`src/design/cpu_pipe_regs.svh`:
```
`ifndef CPU_PIPE_REGS_SVH
`define CPU_PIPE_REGS_SVH

// Prefetch buffer: 96 bits as six halfwords
`define PF_BUF_HALFWORDS 3'h6
// One double word from program memory holds four halfwords
`define PF_DWORD_HALFWORDS 3'h4
// Highest fill level that still leaves room for a whole double word
`define PF_ROOM_LEVEL 3'h2
// Byte step between double-word fetch addresses
`define PF_ADDR_STEP 24'h000008
// Fetch address after reset
`define PF_RESET_ADDR 24'h000000
// Instruction field giving extra execute cycles
`define INSTR_EXTRA_LSB 0
`define INSTR_EXTRA_W 2
// Fewest cycles for a lone instruction to complete
`define PIPE_MIN_LATENCY 5

`endif

```
`src/design/cpu_pipe_pkg.sv`:
```
package cpu_pipe_pkg;

  typedef enum logic [1:0] {
    PF_IDLE = 2'b00,
    PF_WAIT = 2'b01,
    PF_DROP = 2'b10
  } pf_state_t;

  typedef logic [15:0] halfword_t;

endpackage : cpu_pipe_pkg

```
`src/design/instruction_fetch_unit.sv`:
```
`timescale 1ns/10ps
`default_nettype none
`include "cpu_pipe_regs.svh"

module instruction_fetch_unit (
  // Clock and reset
  input  wire logic                 i_clk,
  input  wire logic                 i_reset,
  // Redirect
  input  wire logic                 i_flush,
  input  wire logic [23:0]          i_target,
  // Program memory unit
  output logic                      o_pm_req,
  output logic [23:0]               o_pm_addr,
  input  wire logic                 i_pm_valid,
  input  wire logic [63:0]          i_pm_data,
  // Halfword stream to the queue
  output logic                      o_hw_valid,
  output cpu_pipe_pkg::halfword_t   o_hw_data,
  input  wire logic                 i_hw_take
);

  cpu_pipe_pkg::pf_state_t  state;
  cpu_pipe_pkg::pf_state_t  next_state;
  cpu_pipe_pkg::halfword_t  buffer [0:5];
  cpu_pipe_pkg::halfword_t  next_buffer [0:5];
  logic [2:0]               count;
  logic [2:0]               next_count;
  logic [1:0]               skip;
  logic                     load;
  logic                     issue;
  logic                     bypass;
  logic [63:0]              aligned;

  // An empty buffer forwards the arriving word's first halfword, so supply keeps pace
  assign o_hw_valid = (count != 3'h0) || load;
  assign o_hw_data  = (count != 3'h0) ? buffer[0] : aligned[15:0];
  assign load       = (state == cpu_pipe_pkg::PF_WAIT) && i_pm_valid && !i_flush;
  assign bypass     = load && (count == 3'h0) && i_hw_take;
  assign issue      = (state == cpu_pipe_pkg::PF_IDLE) && !o_pm_req && !i_flush
                      && (count <= `PF_ROOM_LEVEL);
  assign aligned    = i_pm_data >> {skip, 4'h0};

  always_comb begin
    next_count = count;
    for (int k = 0; k < 6; k++) begin
      next_buffer[k] = buffer[k];
    end
    if (i_hw_take && (count != 3'h0)) begin
      for (int k = 0; k < 5; k++) begin
        next_buffer[k] = buffer[k+1];
      end
      next_count = count - 3'h1;
    end
    if (load) begin
      for (int k = 0; k < 4; k++) begin
        if ((k < (4 - int'(skip))) && !(bypass && (k == 0))) begin
          next_buffer[next_count + 3'(k) - {2'h0, bypass}] = aligned[16*k +: 16];
        end
      end
      next_count = next_count + `PF_DWORD_HALFWORDS - {1'b0, skip} - {2'h0, bypass};
    end
  end

  always_comb begin
    next_state = state;
    case (state)
      cpu_pipe_pkg::PF_IDLE: begin
        if (issue) begin
          next_state = cpu_pipe_pkg::PF_WAIT;
        end
      end
      cpu_pipe_pkg::PF_WAIT: begin
        if (i_flush) begin
          next_state = i_pm_valid ? cpu_pipe_pkg::PF_IDLE : cpu_pipe_pkg::PF_DROP;
        end else if (i_pm_valid) begin
          next_state = cpu_pipe_pkg::PF_IDLE;
        end
      end
      cpu_pipe_pkg::PF_DROP: begin
        if (i_pm_valid) begin
          next_state = cpu_pipe_pkg::PF_IDLE;
        end
      end
      default: next_state = cpu_pipe_pkg::PF_IDLE;
    endcase
  end

  // Buffer contents and fill level
  always_ff @(posedge i_clk) begin
    if (i_reset || i_flush) begin
      count <= 3'h0;
    end else begin
      count <= next_count;
      for (int k = 0; k < 6; k++) begin
        buffer[k] <= next_buffer[k];
      end
    end
  end

  // Request state and fetch address
  always_ff @(posedge i_clk) begin
    if (i_reset) begin
      state     <= cpu_pipe_pkg::PF_IDLE;
      o_pm_req  <= 1'b0;
      o_pm_addr <= `PF_RESET_ADDR;
      skip      <= 2'h0;
    end else begin
      state    <= next_state;
      o_pm_req <= issue;
      if (i_flush) begin
        o_pm_addr <= {i_target[23:3], 3'h0};
        skip      <= i_target[2:1];
      end else if (load) begin
        o_pm_addr <= o_pm_addr + `PF_ADDR_STEP;
        skip      <= 2'h0;
      end
    end
  end
endmodule : instruction_fetch_unit
`default_nettype wire

```
`src/design/cpu_pipeline_flow_control.sv`:
```
`timescale 1ns/10ps
`default_nettype none
`include "cpu_pipe_regs.svh"
// Function
// - Every stage takes at least one cycle
// - Up to five instructions, six with write back
// - One instruction completes per cycle once filled
// - Multicycle instruction holds execute full count
// - Prefetch fills queue independent of stages
// - Stop fetching when queue and buffer full
// - Hold address until double word fits
// - Mispredict flushes stages, queue, restarts fetch

module cpu_pipeline_flow_control #(
  parameter int QUEUE_DEPTH = 8
) (
  // Clock and reset
  input  wire logic                 I_SYS_CLK,
  input  wire logic                 I_RESET,
  // Program memory unit
  output logic                      O_PM_REQ,
  output logic [23:0]               O_PM_ADDR,
  input  wire logic                 I_PM_VALID,
  input  wire logic [63:0]          I_PM_DATA,
  // Flow redirect
  input  wire logic                 I_MISPREDICT,
  input  wire logic [23:0]          I_TARGET_ADDR,
  // Completion and status
  output logic                      O_WB_VALID,
  output cpu_pipe_pkg::halfword_t   O_WB_INSTR,
  output logic                      O_EXEC_HOLD,
  output logic [2:0]                O_OCCUPANCY
);

  localparam int QW = $clog2(QUEUE_DEPTH);

  cpu_pipe_pkg::halfword_t          queue [0:QUEUE_DEPTH-1];
  logic [QW-1:0]                    rd_ptr;
  logic [QW-1:0]                    wr_ptr;
  logic [QW:0]                      q_count;
  logic                             q_full;
  logic                             q_push;
  logic                             q_pop;
  logic                             hw_valid;
  cpu_pipe_pkg::halfword_t          hw_data;
  logic [4:0]                       stage_valid;
  cpu_pipe_pkg::halfword_t          stage_instr [0:4];
  logic [`INSTR_EXTRA_W-1:0]        exec_left;
  logic                             hold;
  logic [2:0]                       occupancy;

  // Stage 0 fetch, 1 decode, 2 address, 3 memory, 4 execute; write back is the output flop
  assign hold   = stage_valid[4] && (exec_left != '0);
  assign q_full = (q_count == (QW+1)'(QUEUE_DEPTH));
  assign q_push = hw_valid && !q_full && !I_MISPREDICT;
  assign q_pop  = (q_count != '0) && !hold && !I_MISPREDICT;

  function automatic logic [2:0] count_ones(input logic [5:0] v);
    logic [2:0] n;
    n = 3'h0;
    for (int k = 0; k < 6; k++) begin
      n = n + {2'h0, v[k]};
    end
    return n;
  endfunction : count_ones

  assign occupancy = count_ones({O_WB_VALID, stage_valid});

  instruction_fetch_unit u_fetch (
    .i_clk      (I_SYS_CLK),
    .i_reset    (I_RESET),
    .i_flush    (I_MISPREDICT),
    .i_target   (I_TARGET_ADDR),
    .o_pm_req   (O_PM_REQ),
    .o_pm_addr  (O_PM_ADDR),
    .i_pm_valid (I_PM_VALID),
    .i_pm_data  (I_PM_DATA),
    .o_hw_valid (hw_valid),
    .o_hw_data  (hw_data),
    .i_hw_take  (q_push)
  );

  // Instruction queue
  always_ff @(posedge I_SYS_CLK) begin
    if (I_RESET || I_MISPREDICT) begin
      rd_ptr  <= '0;
      wr_ptr  <= '0;
      q_count <= '0;
    end else begin
      if (q_push) begin
        queue[wr_ptr] <= hw_data;
        wr_ptr        <= wr_ptr + 1'b1;
      end
      if (q_pop) begin
        rd_ptr <= rd_ptr + 1'b1;
      end
      q_count <= q_count + (QW+1)'(q_push) - (QW+1)'(q_pop);
    end
  end

  // Processing stages
  always_ff @(posedge I_SYS_CLK) begin
    if (I_RESET || I_MISPREDICT) begin
      stage_valid <= 5'h00;
    end else if (!hold) begin
      stage_valid <= {stage_valid[3:0], q_pop};
    end
  end

  always_ff @(posedge I_SYS_CLK) begin
    if (!hold) begin
      stage_instr[0] <= queue[rd_ptr];
      for (int k = 1; k < 5; k++) begin
        stage_instr[k] <= stage_instr[k-1];
      end
    end
  end

  // Execute cycle counter
  always_ff @(posedge I_SYS_CLK) begin
    if (I_RESET || I_MISPREDICT) begin
      exec_left <= '0;
    end else if (hold) begin
      exec_left <= exec_left - 1'b1;
    end else if (stage_valid[3]) begin
      exec_left <= stage_instr[3][`INSTR_EXTRA_LSB +: `INSTR_EXTRA_W];
    end else begin
      exec_left <= '0;
    end
  end

  // Write back and status outputs
  always_ff @(posedge I_SYS_CLK) begin
    if (I_RESET || I_MISPREDICT) begin
      O_WB_VALID  <= 1'b0;
      O_WB_INSTR  <= 16'h0000;
      O_EXEC_HOLD <= 1'b0;
      O_OCCUPANCY <= 3'h0;
    end else begin
      O_WB_VALID  <= stage_valid[4] && !hold;
      O_WB_INSTR  <= stage_instr[4];
      O_EXEC_HOLD <= hold;
      O_OCCUPANCY <= occupancy;
    end
  end
endmodule : cpu_pipeline_flow_control
`default_nettype wire

```
`config.mk`:
```
export PLATFORM = sky130hd
export DESIGN_NAME = cpu_pipeline_flow_control
export DESIGN_NICKNAME = d
export VERILOG_FILES = /design/src/design/cpu_pipe_pkg.sv /design/src/design/instruction_fetch_unit.sv /design/src/design/cpu_pipeline_flow_control.sv
export VERILOG_INCLUDE_DIRS = /design/src /design/src/design
export SDC_FILE = /design/constraint.sdc
export NUM_CORES = 1
export LEC_CHECK = 0
export BUFFER_PORTS_ARGS = -buffer_cell sky130_fd_sc_hd__buf_2
export CAP_MARGIN = 20
export CORE_ASPECT_RATIO = 1.2
export CORE_MARGIN = 2
export CORE_UTILIZATION = 45
export DETAILED_ROUTE_END_ITERATION = 10
export GPL_ROUTABILITY_DRIVEN = 0
export GPL_TIMING_DRIVEN = 0
export SKIP_CTS_REPAIR_TIMING = 1
export SYNTH_ARGS = -nofsm -noshare
export SYNTH_HDL_FRONTEND = slang
export SYNTH_SLANG_ARGS = --single-unit
```
`constraint.sdc`:
```
create_clock -name I_SYS_CLK -period 11.2 [get_ports I_SYS_CLK]
set_input_delay 2.24 -clock I_SYS_CLK [delete_from_list [all_inputs] [get_ports I_SYS_CLK]]
set_output_delay 2.24 -clock I_SYS_CLK [all_outputs]
set_load 0.1 [all_outputs]
```
# Word-level counts from Yosys, hierarchy flattened
# Memory sizes are Yosys's and may differ from the RTL's. A register that Yosys moved wholly into a read port is not among the register bits.
# Index checks and enable logic that the tools add are counted.
# op_classes
muxes	42
reduce_logical	33
order_cmp	13
n_eq_ne	4
n_bitwise	4
n_shift	1
n_addsub	23
# op_table
operator	n
$mux 96	8
$bwmux 96	4
$demux 16 s3	4
$mux 16	5
$mux 80	1
$lt 3x32->1 const A	2
$shr 64x6->64	1
$mux 24	2
$lt 1x32->1 const A	1
$lt 2x32->1 const A	1
$add 24x4->24 const B	1
$logic_and 1x1->1	19
$ge 4x4->1 const B	4
$lt 4x1->1 const B	4
$mux 2	8
$not 3->4	4
$sub 3x1->3	5
$mux 3	4
$add 3x1->3	3
$add 3x1->3 const B	3
$add 3x2->3 const B	2
$pmux 2 s3	1
$logic_not 1->1	5
$mux 1	5
21 further kinds	23
# word_totals
reg_bits	54
n_memories	3
ram_bits	304
inputBits	92
output_inout_bits	46
# memory_table
name	depth	width	rd	rd_clocked_by_memory_dff	write_ports	line	source
queue	8	16	1	1	1	cpu_pipeline_flow_control.sv:37	cpu_pipe_pkg::halfword_t queue [0:QUEUE_DEPTH-1];
u_fetch.buffer	6	16	6	0	6	instruction_fetch_unit.sv:25	cpu_pipe_pkg::halfword_t buffer [0:5];
stage_instr	5	16	5	1	5	cpu_pipeline_flow_control.sv:47	cpu_pipe_pkg::halfword_t stage_instr [0:4];

# Logic depth before layout (Yosys ltp)
# Gate-level depths: netlist of the first run.
# depth
depth_word	26
depth_mapped	20
depth_no_buf	15

# By module
# A second synthesis of the first run with hierarchy kept.
# unflattened
cells_unflattened	1870
hier_area_um2	20937.6
# modules_own_cells
module	seq_area_each_um2	area_each_um2	instances	cells_per_inst
instruction_fetch_unit	3463.3	11995.3	1	1436
cpu_pipeline_flow_control	7066.8	8942.3	1	434

# Worst setup path before layout of the first run
# OpenSTA, ideal clock, no wires.
# synth_path
kind	input -> register
from	input port I_MISPREDICT
to	memory u_fetch.buffer[4][11] in the netlist's numbering (data pin)
required_time_ps	10944
stages	16
path_slack_ps	5508
arrival_time_ps	5436
setup_time_ps	256
cell_sequence	buf_2 nor3_1 buf_2 buf_2 xnor2_1 inv_1 ha_1 ha_1 clkbuf_1 nand2b_1 buf_1 a21oi_1 nor2b_1 buf_2 o21ai_0 a31o_2
# synth_rtl
element	line	source
start: declaration	cpu_pipeline_flow_control.sv:26	input wire logic I_MISPREDICT,
end: declaration	instruction_fetch_unit.sv:25	

==> impl_results.md, run 1 <==
* Status: completed
* First-pass GRT wire length at 101 mm
* Crit Path Max Fanout at 10
* HPWL after DPL at 49.8 mm
* GRT Resource Usage Total at 0.287
* Maximum number of pins on one net before global-route repair at 71
* Layout cells sized above 1 at 0.189
* N_diodes at 0
* Tmin final at 7350 ps
* Rel. slew slack at 0.251
* Post-synth top area cell: edfxtp_1
* Sequential fraction of the synthesis area at 0.515
* CP arrival at 7670 ps
* Tot Pwr at 0.00415 W
* Clock Latency Late Sink at 570 ps
* CTS clk-pin slew, worst paths at 60 ps
* CP startpoint: I_MISPREDICT
* Max-slew violations at 0
* First DRT Iteration DRCs at 2023
* Fin crit share at 0.656
* Ys flop type: edfxtp_1
* # setup viols final at 0
* Netlist Area Pre-Place at 20400 um2
* Row cnt at 85
* Post-synth EDFFs at 304
* Inst Count DP at 2604
* Detailed Routing Iterations Pass 1 at 7
* Initial Utilization at 0.456
* Initial antenna violation count at 0
* Worst min-delay path startpoint: stage_instr[0][9]
* Post-synthesis average cell area at 11.0 um2
* CP required at 11520 ps
* YS warnings at 0
* Remaining DRCs at 0
* Root buf cell: clkbuf_16
* Setup crit end kind: register
* Top cells by area, synth: edfxtp_1, dfxtp_1, mux2i_1
* Worst-margin pin slew at 1090 ps
* Nets at 2158
* CTS Buf Count at 42
* Post-synth ARST share at 0
* Synth unique cells at 89
* Vias per cell at 6.24
* Worst min path class: reg -> reg
* Startpoint types: primary input
* Setup TNS at 0 ps
* Vias in the first global route at 17000
* Die area at 47200 um2
* # IOs at 138
* Routed len/inst at 25.1 um
* Area growth syn-to-layout at 14.8%
* Max-capacitance violation count at 0
* PwrDens at 177 nW/um2
* Final Hold Fails at 0
* Pleak at 8.48 nW
* Port Buffers at 126
* Die extent in x at 199 um
* Post-Layout Cell Count at 2683
* Yosys top cell area share at 0.446
* Fmax at 136 MHz
* Drt total wl at 67.3 mm
* Post-synthesis sequential element count at 374
* Routed via count at 16800
* VDD IR max at 0.0000971 V
* Area after DPL at 22100 um2
* Cells after Synth at 1856
* Grt ovf at 0
* Worst r2r src: u_fetch.count[0]
* Die height at 238 um
* CTS sink cnt at 374
* Antenna Violating Nets Remaining at 0
* Max Clock Skew at 21.1 ps
* CTS tree: yes
* CTS Buffer Depth at 3
* WS Path Type: in -> reg
* Htree depth at 2
* Core area at 44900 um2
* RSZ-0062 raised after global routing: no
* Final Instance Area at 23500 um2
-- layout by cell type, fill, tap and decap left out, types with 32 or more instances in the layout --
master	synthesis	layout
nand2_1	195	195
mux2i_1	130	130
o21ai_0	117	117
clkbuf_16	0	42
clkbuf_1	60	68
edfxtp_1	304	304
o221ai_1	33	33
a211oi_1	35	35
buf_2	45	171
nor2_1	155	148
dfxtp_1	70	70
mux4_2	32	32
and2_1	36	36
a21oi_1	140	140
-- per-layer routing --
| layer | wire length [um] | track usage | vias up |
|---|---|---|---|
| met3 | 5780 | 0.0587 | 325 |
| met4 | 5880 | 0.223 | 0 |
| li1 | - | - | 7411 |
| met5 | 0 | 0 | - |
| met2 | 31500 | 0.469 | 1044 |
| met1 | 24100 | 0.327 | 7975 |
-- cells in the mapped netlist (6+ instances only) --
| cell type | number |
|---|---|
| edfxtp_1 | 304 |
| nand2_1 | 195 |
| nor2_1 | 155 |
| a21oi_1 | 140 |
| mux2i_1 | 130 |
| o21ai_0 | 117 |
| dfxtp_1 | 70 |
| clkbuf_1 | 60 |
| buf_2 | 45 |
| and2_1 | 36 |
| a211oi_1 | 35 |
| o221ai_1 | 33 |
| mux4_2 | 32 |
| mux2_2 | 31 |
| nand3_1 | 31 |
| inv_1 | 30 |
| a221oi_1 | 24 |
| o22ai_1 | 23 |
| a21o_1 | 21 |
| a31oi_1 | 21 |
| buf_1 | 21 |
| ha_1 | 20 |
| nor3_1 | 20 |
| o211ai_1 | 18 |
| a22oi_1 | 17 |
| xor2_1 | 14 |
| o21ai_1 | 13 |
| xnor2_1 | 13 |
| nand2b_1 | 12 |
| a31o_2 | 11 |
| buf_4 | 11 |
| a22o_1 | 10 |
| nor2b_1 | 10 |
| and3_1 | 9 |
| or3_1 | 8 |
| fa_1 | 6 |
-- cell families (layout without fill, tap and decap cells) --
family | count (synthesis) | after routing | share of synthesized area
flip-flops | 374 | 374 | 0.515
XOR/XNOR | 30 | 30 | 0.0145
AO/OA/AOI/OAI | 542 | 542 | 0.176
other | 1 | 3 | 0.000183
multiplexers | 196 | 196 | 0.118
adder cells (fa/ha/maj) | 26 | 26 | 0.0181
AND/OR/NAND/NOR | 516 | 516 | 0.120
buffers and inverters | 171 | 387 | 0.0376
-- worst max-delay path: stages --
cell and delay, ps:
buf_2 140, inv_1 220, and3_1 330, clkbuf_1 470, clkbuf_1 640, nand3_1 270
ha_1 300, ha_1 280, clkbuf_1 480, nand2b_1 110, buf_1 280, a21oi_1 630
nor2b_1 520, buf_2 360, o21ai_0 140, a31o_2 250
-- power by group --
group	switching (W)	leakage [nW]	internal, W
Combinational	0.000676	4.34	0.000340
Clock	0.000590	0.673	0.000808
Sequential	0.0000506	3.47	0.00169
-- area by class of cell --
| class | count | area, um2 |
|---|---|---|
| fill | 4052 | 21400 |
| sequential | 374 | 10500 |
| multi-input combinational | 1313 | 9180 |
| clock buffer | 54 | 1120 |
| timing repair buffer | 138 | 826 |
| tap | 609 | 762 |
| buffer | 141 | 664 |
| clock inverter | 24 | 285 |
| inverter | 30 | 113 |
-- stage by stage --
stage / worst slack [ps] / hold WS (ps) / utilization
after detailed placement: 3500 / 405 / 0.492
after global placement: 3500 / 401 / 0.487
after floorplan: 5510 / 400 / -
after CTS: 4070 / 413 / 0.523
final: 3850 / 414 / 0.523
after global routing: 3790 / 417 / 0.523
-- sequential cells by signal (all words and copies together), names as in the netlist, named ones only --
register / count
wr_ptr: 3
rd_ptr: 3
u_fetch.count: 3
exec_left: 2
u_fetch.buffer: 96
queue: 128
stage_instr: 80
q_count: 4
stage_valid: 5
u_fetch.o_pm_req: 1
O_WB_INSTR: 16
O_EXEC_HOLD: 1
u_fetch.state: 2
O_WB_VALID: 1
O_OCCUPANCY: 3
u_fetch.skip: 2
u_fetch.o_pm_addr: 21
-- worst paths after layout --
path                                              end  slack [ps]  cells past startpoint
worst max-delay path            u_fetch.buffer[4][11]        3850                     16
worst min-delay path                stage_instr[1][9]         410                      0
worst max register to register  u_fetch.buffer[4][11]        4910                     18
worst min register to register      stage_instr[1][9]         410                      0
Power figures use the tool's default switching activity.
==> run 2: changes to the inputs <==
clock period = 6.3 ns   (was 11.2 ns; I/O delays follow)
==> impl_results.md, run 2 (synthesized netlist as in run 1, its figures left out) <==
* Bufs and invs on worst path at 7
* Status: completed
* N_diodes at 0
* Initial Utilization at 0.456
* Clock Latency Late Sink at 570 ps
* Row cnt at 85
* RSZ-0062 raised after global routing: no
* First-pass GRT wire length at 102 mm
* Routed via count at 16700
* Crit path cell chain: buf_2 -> inv_1 -> and3_1 -> clkbuf_1 -> clkbuf_1 -> nand3_1 -> ha_1 -> ha_1 -> clkbuf_1 -> nand2b_1 -> buf_1 -> a21oi_2 -> nor2b_1 -> buf_2 -> o21ai_0 -> a31o_2
* Area growth syn-to-layout at 14.8%
* # IOs at 138
* Filler Cell Count at 4053
* Worst-margin pin slew at 1130 ps
* Die area at 47200 um2
* Setup crit end kind: register
* Fin crit share at 0.988
* Reg area at 10500 um2
* Port Buffers at 126
* Vias per cell at 6.23
* CTS Buf Count at 42
* Commonest non-fill, non-tap cell in the layout: edfxtp_1
* PwrDens at 314 nW/um2
* Pleak at 8.48 nW
* Maximum number of pins on one net before global-route repair at 71
* Worst min path class: reg -> reg
* Tmin final at 6220 ps
* Max-slew violations at 0
* Pre-CTS setup slack at -423 ps
* Max reg flops at 128
* Drt total wl at 67.3 mm
* Rel. slew slack at 0.224
* First DRT Iteration DRCs at 2053
* # setup viols final at 0
* Die extent in x at 199 um
* Layout cells sized above 1 at 0.190
* Cell mode on critical path: clkbuf_1
* Htree depth at 2
* Top delay family on crit path: buffers and inverters
* CP arrival at 6550 ps
* Grt ovf at 0
* Detailed Routing Iterations Pass 1 at 6
* Top reg by flops: queue
* GRT Resource Usage Total at 0.287
* Tot Pwr at 0.00738 W
* CTS clk-pin slew, worst paths at 60 ps
* CTS sink cnt at 374
* Max Clock Skew at 22.0 ps
* Final Hold Fails at 0
* VDD IR max at 0.000172 V
* Max-capacitance violation count at 0
* Core area at 44900 um2
* Antenna Violating Nets Remaining at 0
* HPWL after DPL at 49.8 mm
* Max stage delay on crit path at 640 ps
* CTS Buffer Depth at 3
* Initial antenna violation count at 0
* Startpoint types: primary input
* CP required at 6630 ps
* Nets at 2158
* Largest registers: queue (128), u_fetch.buffer (96), stage_instr (80)
* Vias in the first global route at 17000
* Crit Path Max Fanout at 10
* Die height at 238 um
* Multi-input gate area at 9190 um2
* Setup TNS at 0 ps
* Slowest cell on the critical path: clkbuf_1
* Root buf cell: clkbuf_16
* Fmax at 161 MHz
* WS Path Type: in -> reg
* Remaining DRCs at 0
* CTS tree: yes
* Routed len/inst at 25.1 um
* Most frequent cells in the layout: edfxtp_1, nand2_1, buf_2, nor2_1, a21oi_1
* Final setup margin at 75.7 ps
run 2: cell types whose count changed in the layout (fill, tap and decap cells not counted):
cell     change
a21oi_2      +1
a21oi_1      -1
run 2: path summary, 6_finish.rpt:
kind                startpoint                    end  slack, ps  cells after the start
max               I_MISPREDICT  u_fetch.buffer[4][11]         80                     16
max reg2reg   u_fetch.count[0]  u_fetch.buffer[4][11]        130                     18
min reg2reg  stage_instr[0][9]      stage_instr[1][9]        410                      0
min          stage_instr[0][9]      stage_instr[1][9]        410                      0
run 2: metal layers:
metal  global-route usage  vias up  wire (um)
met5                    0        -          0
met4                0.222        0       5960
met3               0.0585      323       5710
met2                0.469     1024      31500
met1                0.328     7946      24200
li1                     -     7419          -
run 2: cell type report:
cell class,count,area share
buffer,141,0.0283
tap,609,0.0325
clock buffer,54,0.0475
sequential,374,0.448
multi-input combinational,1313,0.391
inverter,30,0.00480
clock inverter,24,0.0121
timing repair buffer,138,0.0352
run 2: stage by stage:
step           hold WS [ps]  area, um2   util  cells
2_1_floorplan           400      20500      -   1858
3_3_place_gp            401      21800  0.487   2593
3_5_place_dp            405      22100  0.492   2604
4_1_cts                 413      23500  0.523   2682
5_1_grt                 417      23500  0.523   2683
6_report                414      23500  0.523   2683
run 2: power by group:
group          switching [W]  leakage, nW  internal [W]
sequential         0.0000901         3.47       0.00300
clock                0.00105        0.673       0.00144
combinational        0.00120         4.34      0.000605
==> run 3: changes to the inputs <==
SYNTH_HIERARCHICAL = 1   (was unset)
==> impl_results.md, run 3 <==
* Status: completed
* Layout cells sized above 1 at 0.190
* Area growth syn-to-layout at 15.7%
* Commonest non-fill, non-tap cell in the layout: edfxtp_1
* CTS sink cnt at 374
* Antenna Violating Nets Remaining at 0
* Crit Path Max Fanout at 10
* Netlist Area Pre-Place at 20900 um2
* Post-synthesis sequential element count at 374
* Ys flop type: edfxtp_1
* Remaining DRCs at 0
* WS Path Type: in -> reg
* Worst-margin pin slew at 1320 ps
* Tmin final at 6170 ps
* Port Buffers at 124
* Count leader, synth: edfxtp_1
* Top post-synthesis cells by count: edfxtp_1, nor2_1, mux2i_1
* R2R setup slack at 360 ps
* Root buf cell: clkbuf_16
* CP required at 6620 ps
* Sequential fraction of the synthesis area at 0.503
* Fmax at 162 MHz
* Most frequent cells in the layout: edfxtp_1, nor2_1, buf_2, mux2i_1, a21oi_1
* Top cells by area, synth: edfxtp_1, mux2i_1, dfxtp_1
* Max reg flops at 128
* Post-synth EDFFs at 304
* Pleak at 9.01 nW
* Post-synth ARST share at 0
* Rel. slew slack at 0.109
* CP arrival at 6480 ps
* Max-slew violations at 0
* First-pass GRT wire length at 104 mm
* Core area at 45900 um2
* YS warnings at 6
* Row cnt at 86
* Initial antenna violation count at 0
* Drt total wl at 70.0 mm
* Worst r2r src: u_fetch/count[0]
* Htree depth at 2
* Setup TNS at 0 ps
* R2R cell count at 24
* Clock Latency Late Sink at 590 ps
* Reg2reg end: u_fetch/buffer[1][13]
* VDD IR max at 0.000204 V
* N_diodes at 0
* CTS Buf Count at 43
* Hold Path Depth at 0
* Grt ovf at 0
* Setup crit end kind: register
* Final setup margin at 131 ps
* Max-capacitance violation count at 0
* # IOs at 138
* Die area at 48300 um2
* GRT Resource Usage Total at 0.286
* Vias per cell at 6.39
* Max Clock Skew at 24.8 ps
* Post-layout util at 0.527
* Post-synth top area cell: edfxtp_1
* Synth unique cells at 86
* Startpoint types: primary input
* First DRT Iteration DRCs at 1936
* Routed via count at 17300
* Detailed Routing Iterations Pass 1 at 7
* Yosys top cell area share at 0.436
* CTS clk-pin slew, worst paths at 70 ps
* PwrDens at 258 nW/um2
* Initial Utilization at 0.456
* Post-synthesis average cell area at 11.2 um2
* Fin crit share at 0.979
* Vias in the first global route at 17000
* Worst min-delay path startpoint: stage_instr[0][13]
* CTS tree: yes
* Final Hold Fails at 0
* # setup viols final at 0
* HPWL after DPL at 50.8 mm
* Top reg by flops: queue
* Largest registers: queue (128), u_fetch/buffer (96), stage_instr (80)
* Cells after Synth at 1870
* Die extent in x at 201 um
* Worst min path class: reg -> reg
* CTS Buffer Depth at 3
* Pre-CTS setup slack at -2600 ps
* Nets at 2176
* Worst Hold End: stage_instr[1][13]
* Routed len/inst at 25.8 um
* Die height at 240 um
* Maximum number of pins on one net before global-route repair at 73
[run 3: cells by family (layout without fill, tap and decap cells)]
family                   after synthesis  count (layout)  synth area share
AND/OR/NAND/NOR                      527             527             0.125
AO/OA/AOI/OAI                        511             511             0.173
flip-flops                           374             374             0.503
multiplexers                         223             223             0.133
buffers and inverters                187             407            0.0400
adder cells (fa/ha/maj)               25              25            0.0171
XOR/XNOR                              22              22           0.00920
other                                  1               3          0.000179
[run 3: power by group]
group | switching [W] | internal [W] | total, W | leakage [nW]
combinational | 0.000627 | 0.000301 | 0.000928 | 4.88
clock | 0.00105 | 0.00140 | 0.00245 | 0.664
sequential | 0.0000511 | 0.00282 | 0.00287 | 3.47
total | 0.00173 | 0.00451 | 0.00624 | 9.01
[run 3: metal layers]
layer / global-route usage / up-vias / share of wire
met5: 0 / - / 0
met4: 0.193 / 0 / 0.079
met3: 0.0545 / 335 / 0.086
met2: 0.466 / 1020 / 0.46
met1: 0.346 / 8340 / 0.38
li1: - / 7612 / -
[run 3: worst max path at each step]
stage            startpoint  cells after the start  slack [ps]                     to
2_1_floorplan    I_PM_VALID                     23          50  u_fetch/buffer[4][12]
3_3_place_gp   I_MISPREDICT                     22       -2520  u_fetch/buffer[0][13]
3_5_place_dp   I_MISPREDICT                     22       -2600  u_fetch/buffer[0][13]
4_1_cts        I_MISPREDICT                     23       -1990  u_fetch/buffer[4][12]
5_1_grt        I_MISPREDICT                     21         -60  u_fetch/buffer[5][14]
6_report       I_MISPREDICT                     22         130   u_fetch/buffer[2][8]
[run 3: metrics by stage]
step	total power, W	instances	instance area, um2	hold slack (ps)
floorplan	0.00351	1872	20900	400
global placement	0.00378	2612	22300	401
detailed placement	0.00381	2623	22600	405
CTS	0.00626	2701	23900	416
global route	0.00645	2708	24200	419
finish	0.00624	2708	24200	415
[run 3: area by class of cell]
class | count | area, um2
buffer | 148 | 737
tap | 616 | 771
timing repair buffer | 145 | 876
inverter | 36 | 138
clock inverter | 19 | 206
multi-input combinational | 1311 | 9800
sequential | 374 | 10500
clock buffer | 59 | 1170
fill | 4081 | 21700
[run 3: critical path: stages]
cell       delay [ps]
buf_2             160
nand4bb_4         310
buf_2             270
clkbuf_4          270
nand2_2           170
inv_1             150
nor3_2            300
clkbuf_4          290
nand2_1           100
buf_2             220
clkbuf_4          300
xnor2_2           200
ha_1              230
ha_1              270
or3_1             390
clkbuf_1          220
a211o_1           330
buf_2             180
buf_6             160
mux2i_1           110
a2111oi_0         450
a211oi_1          100
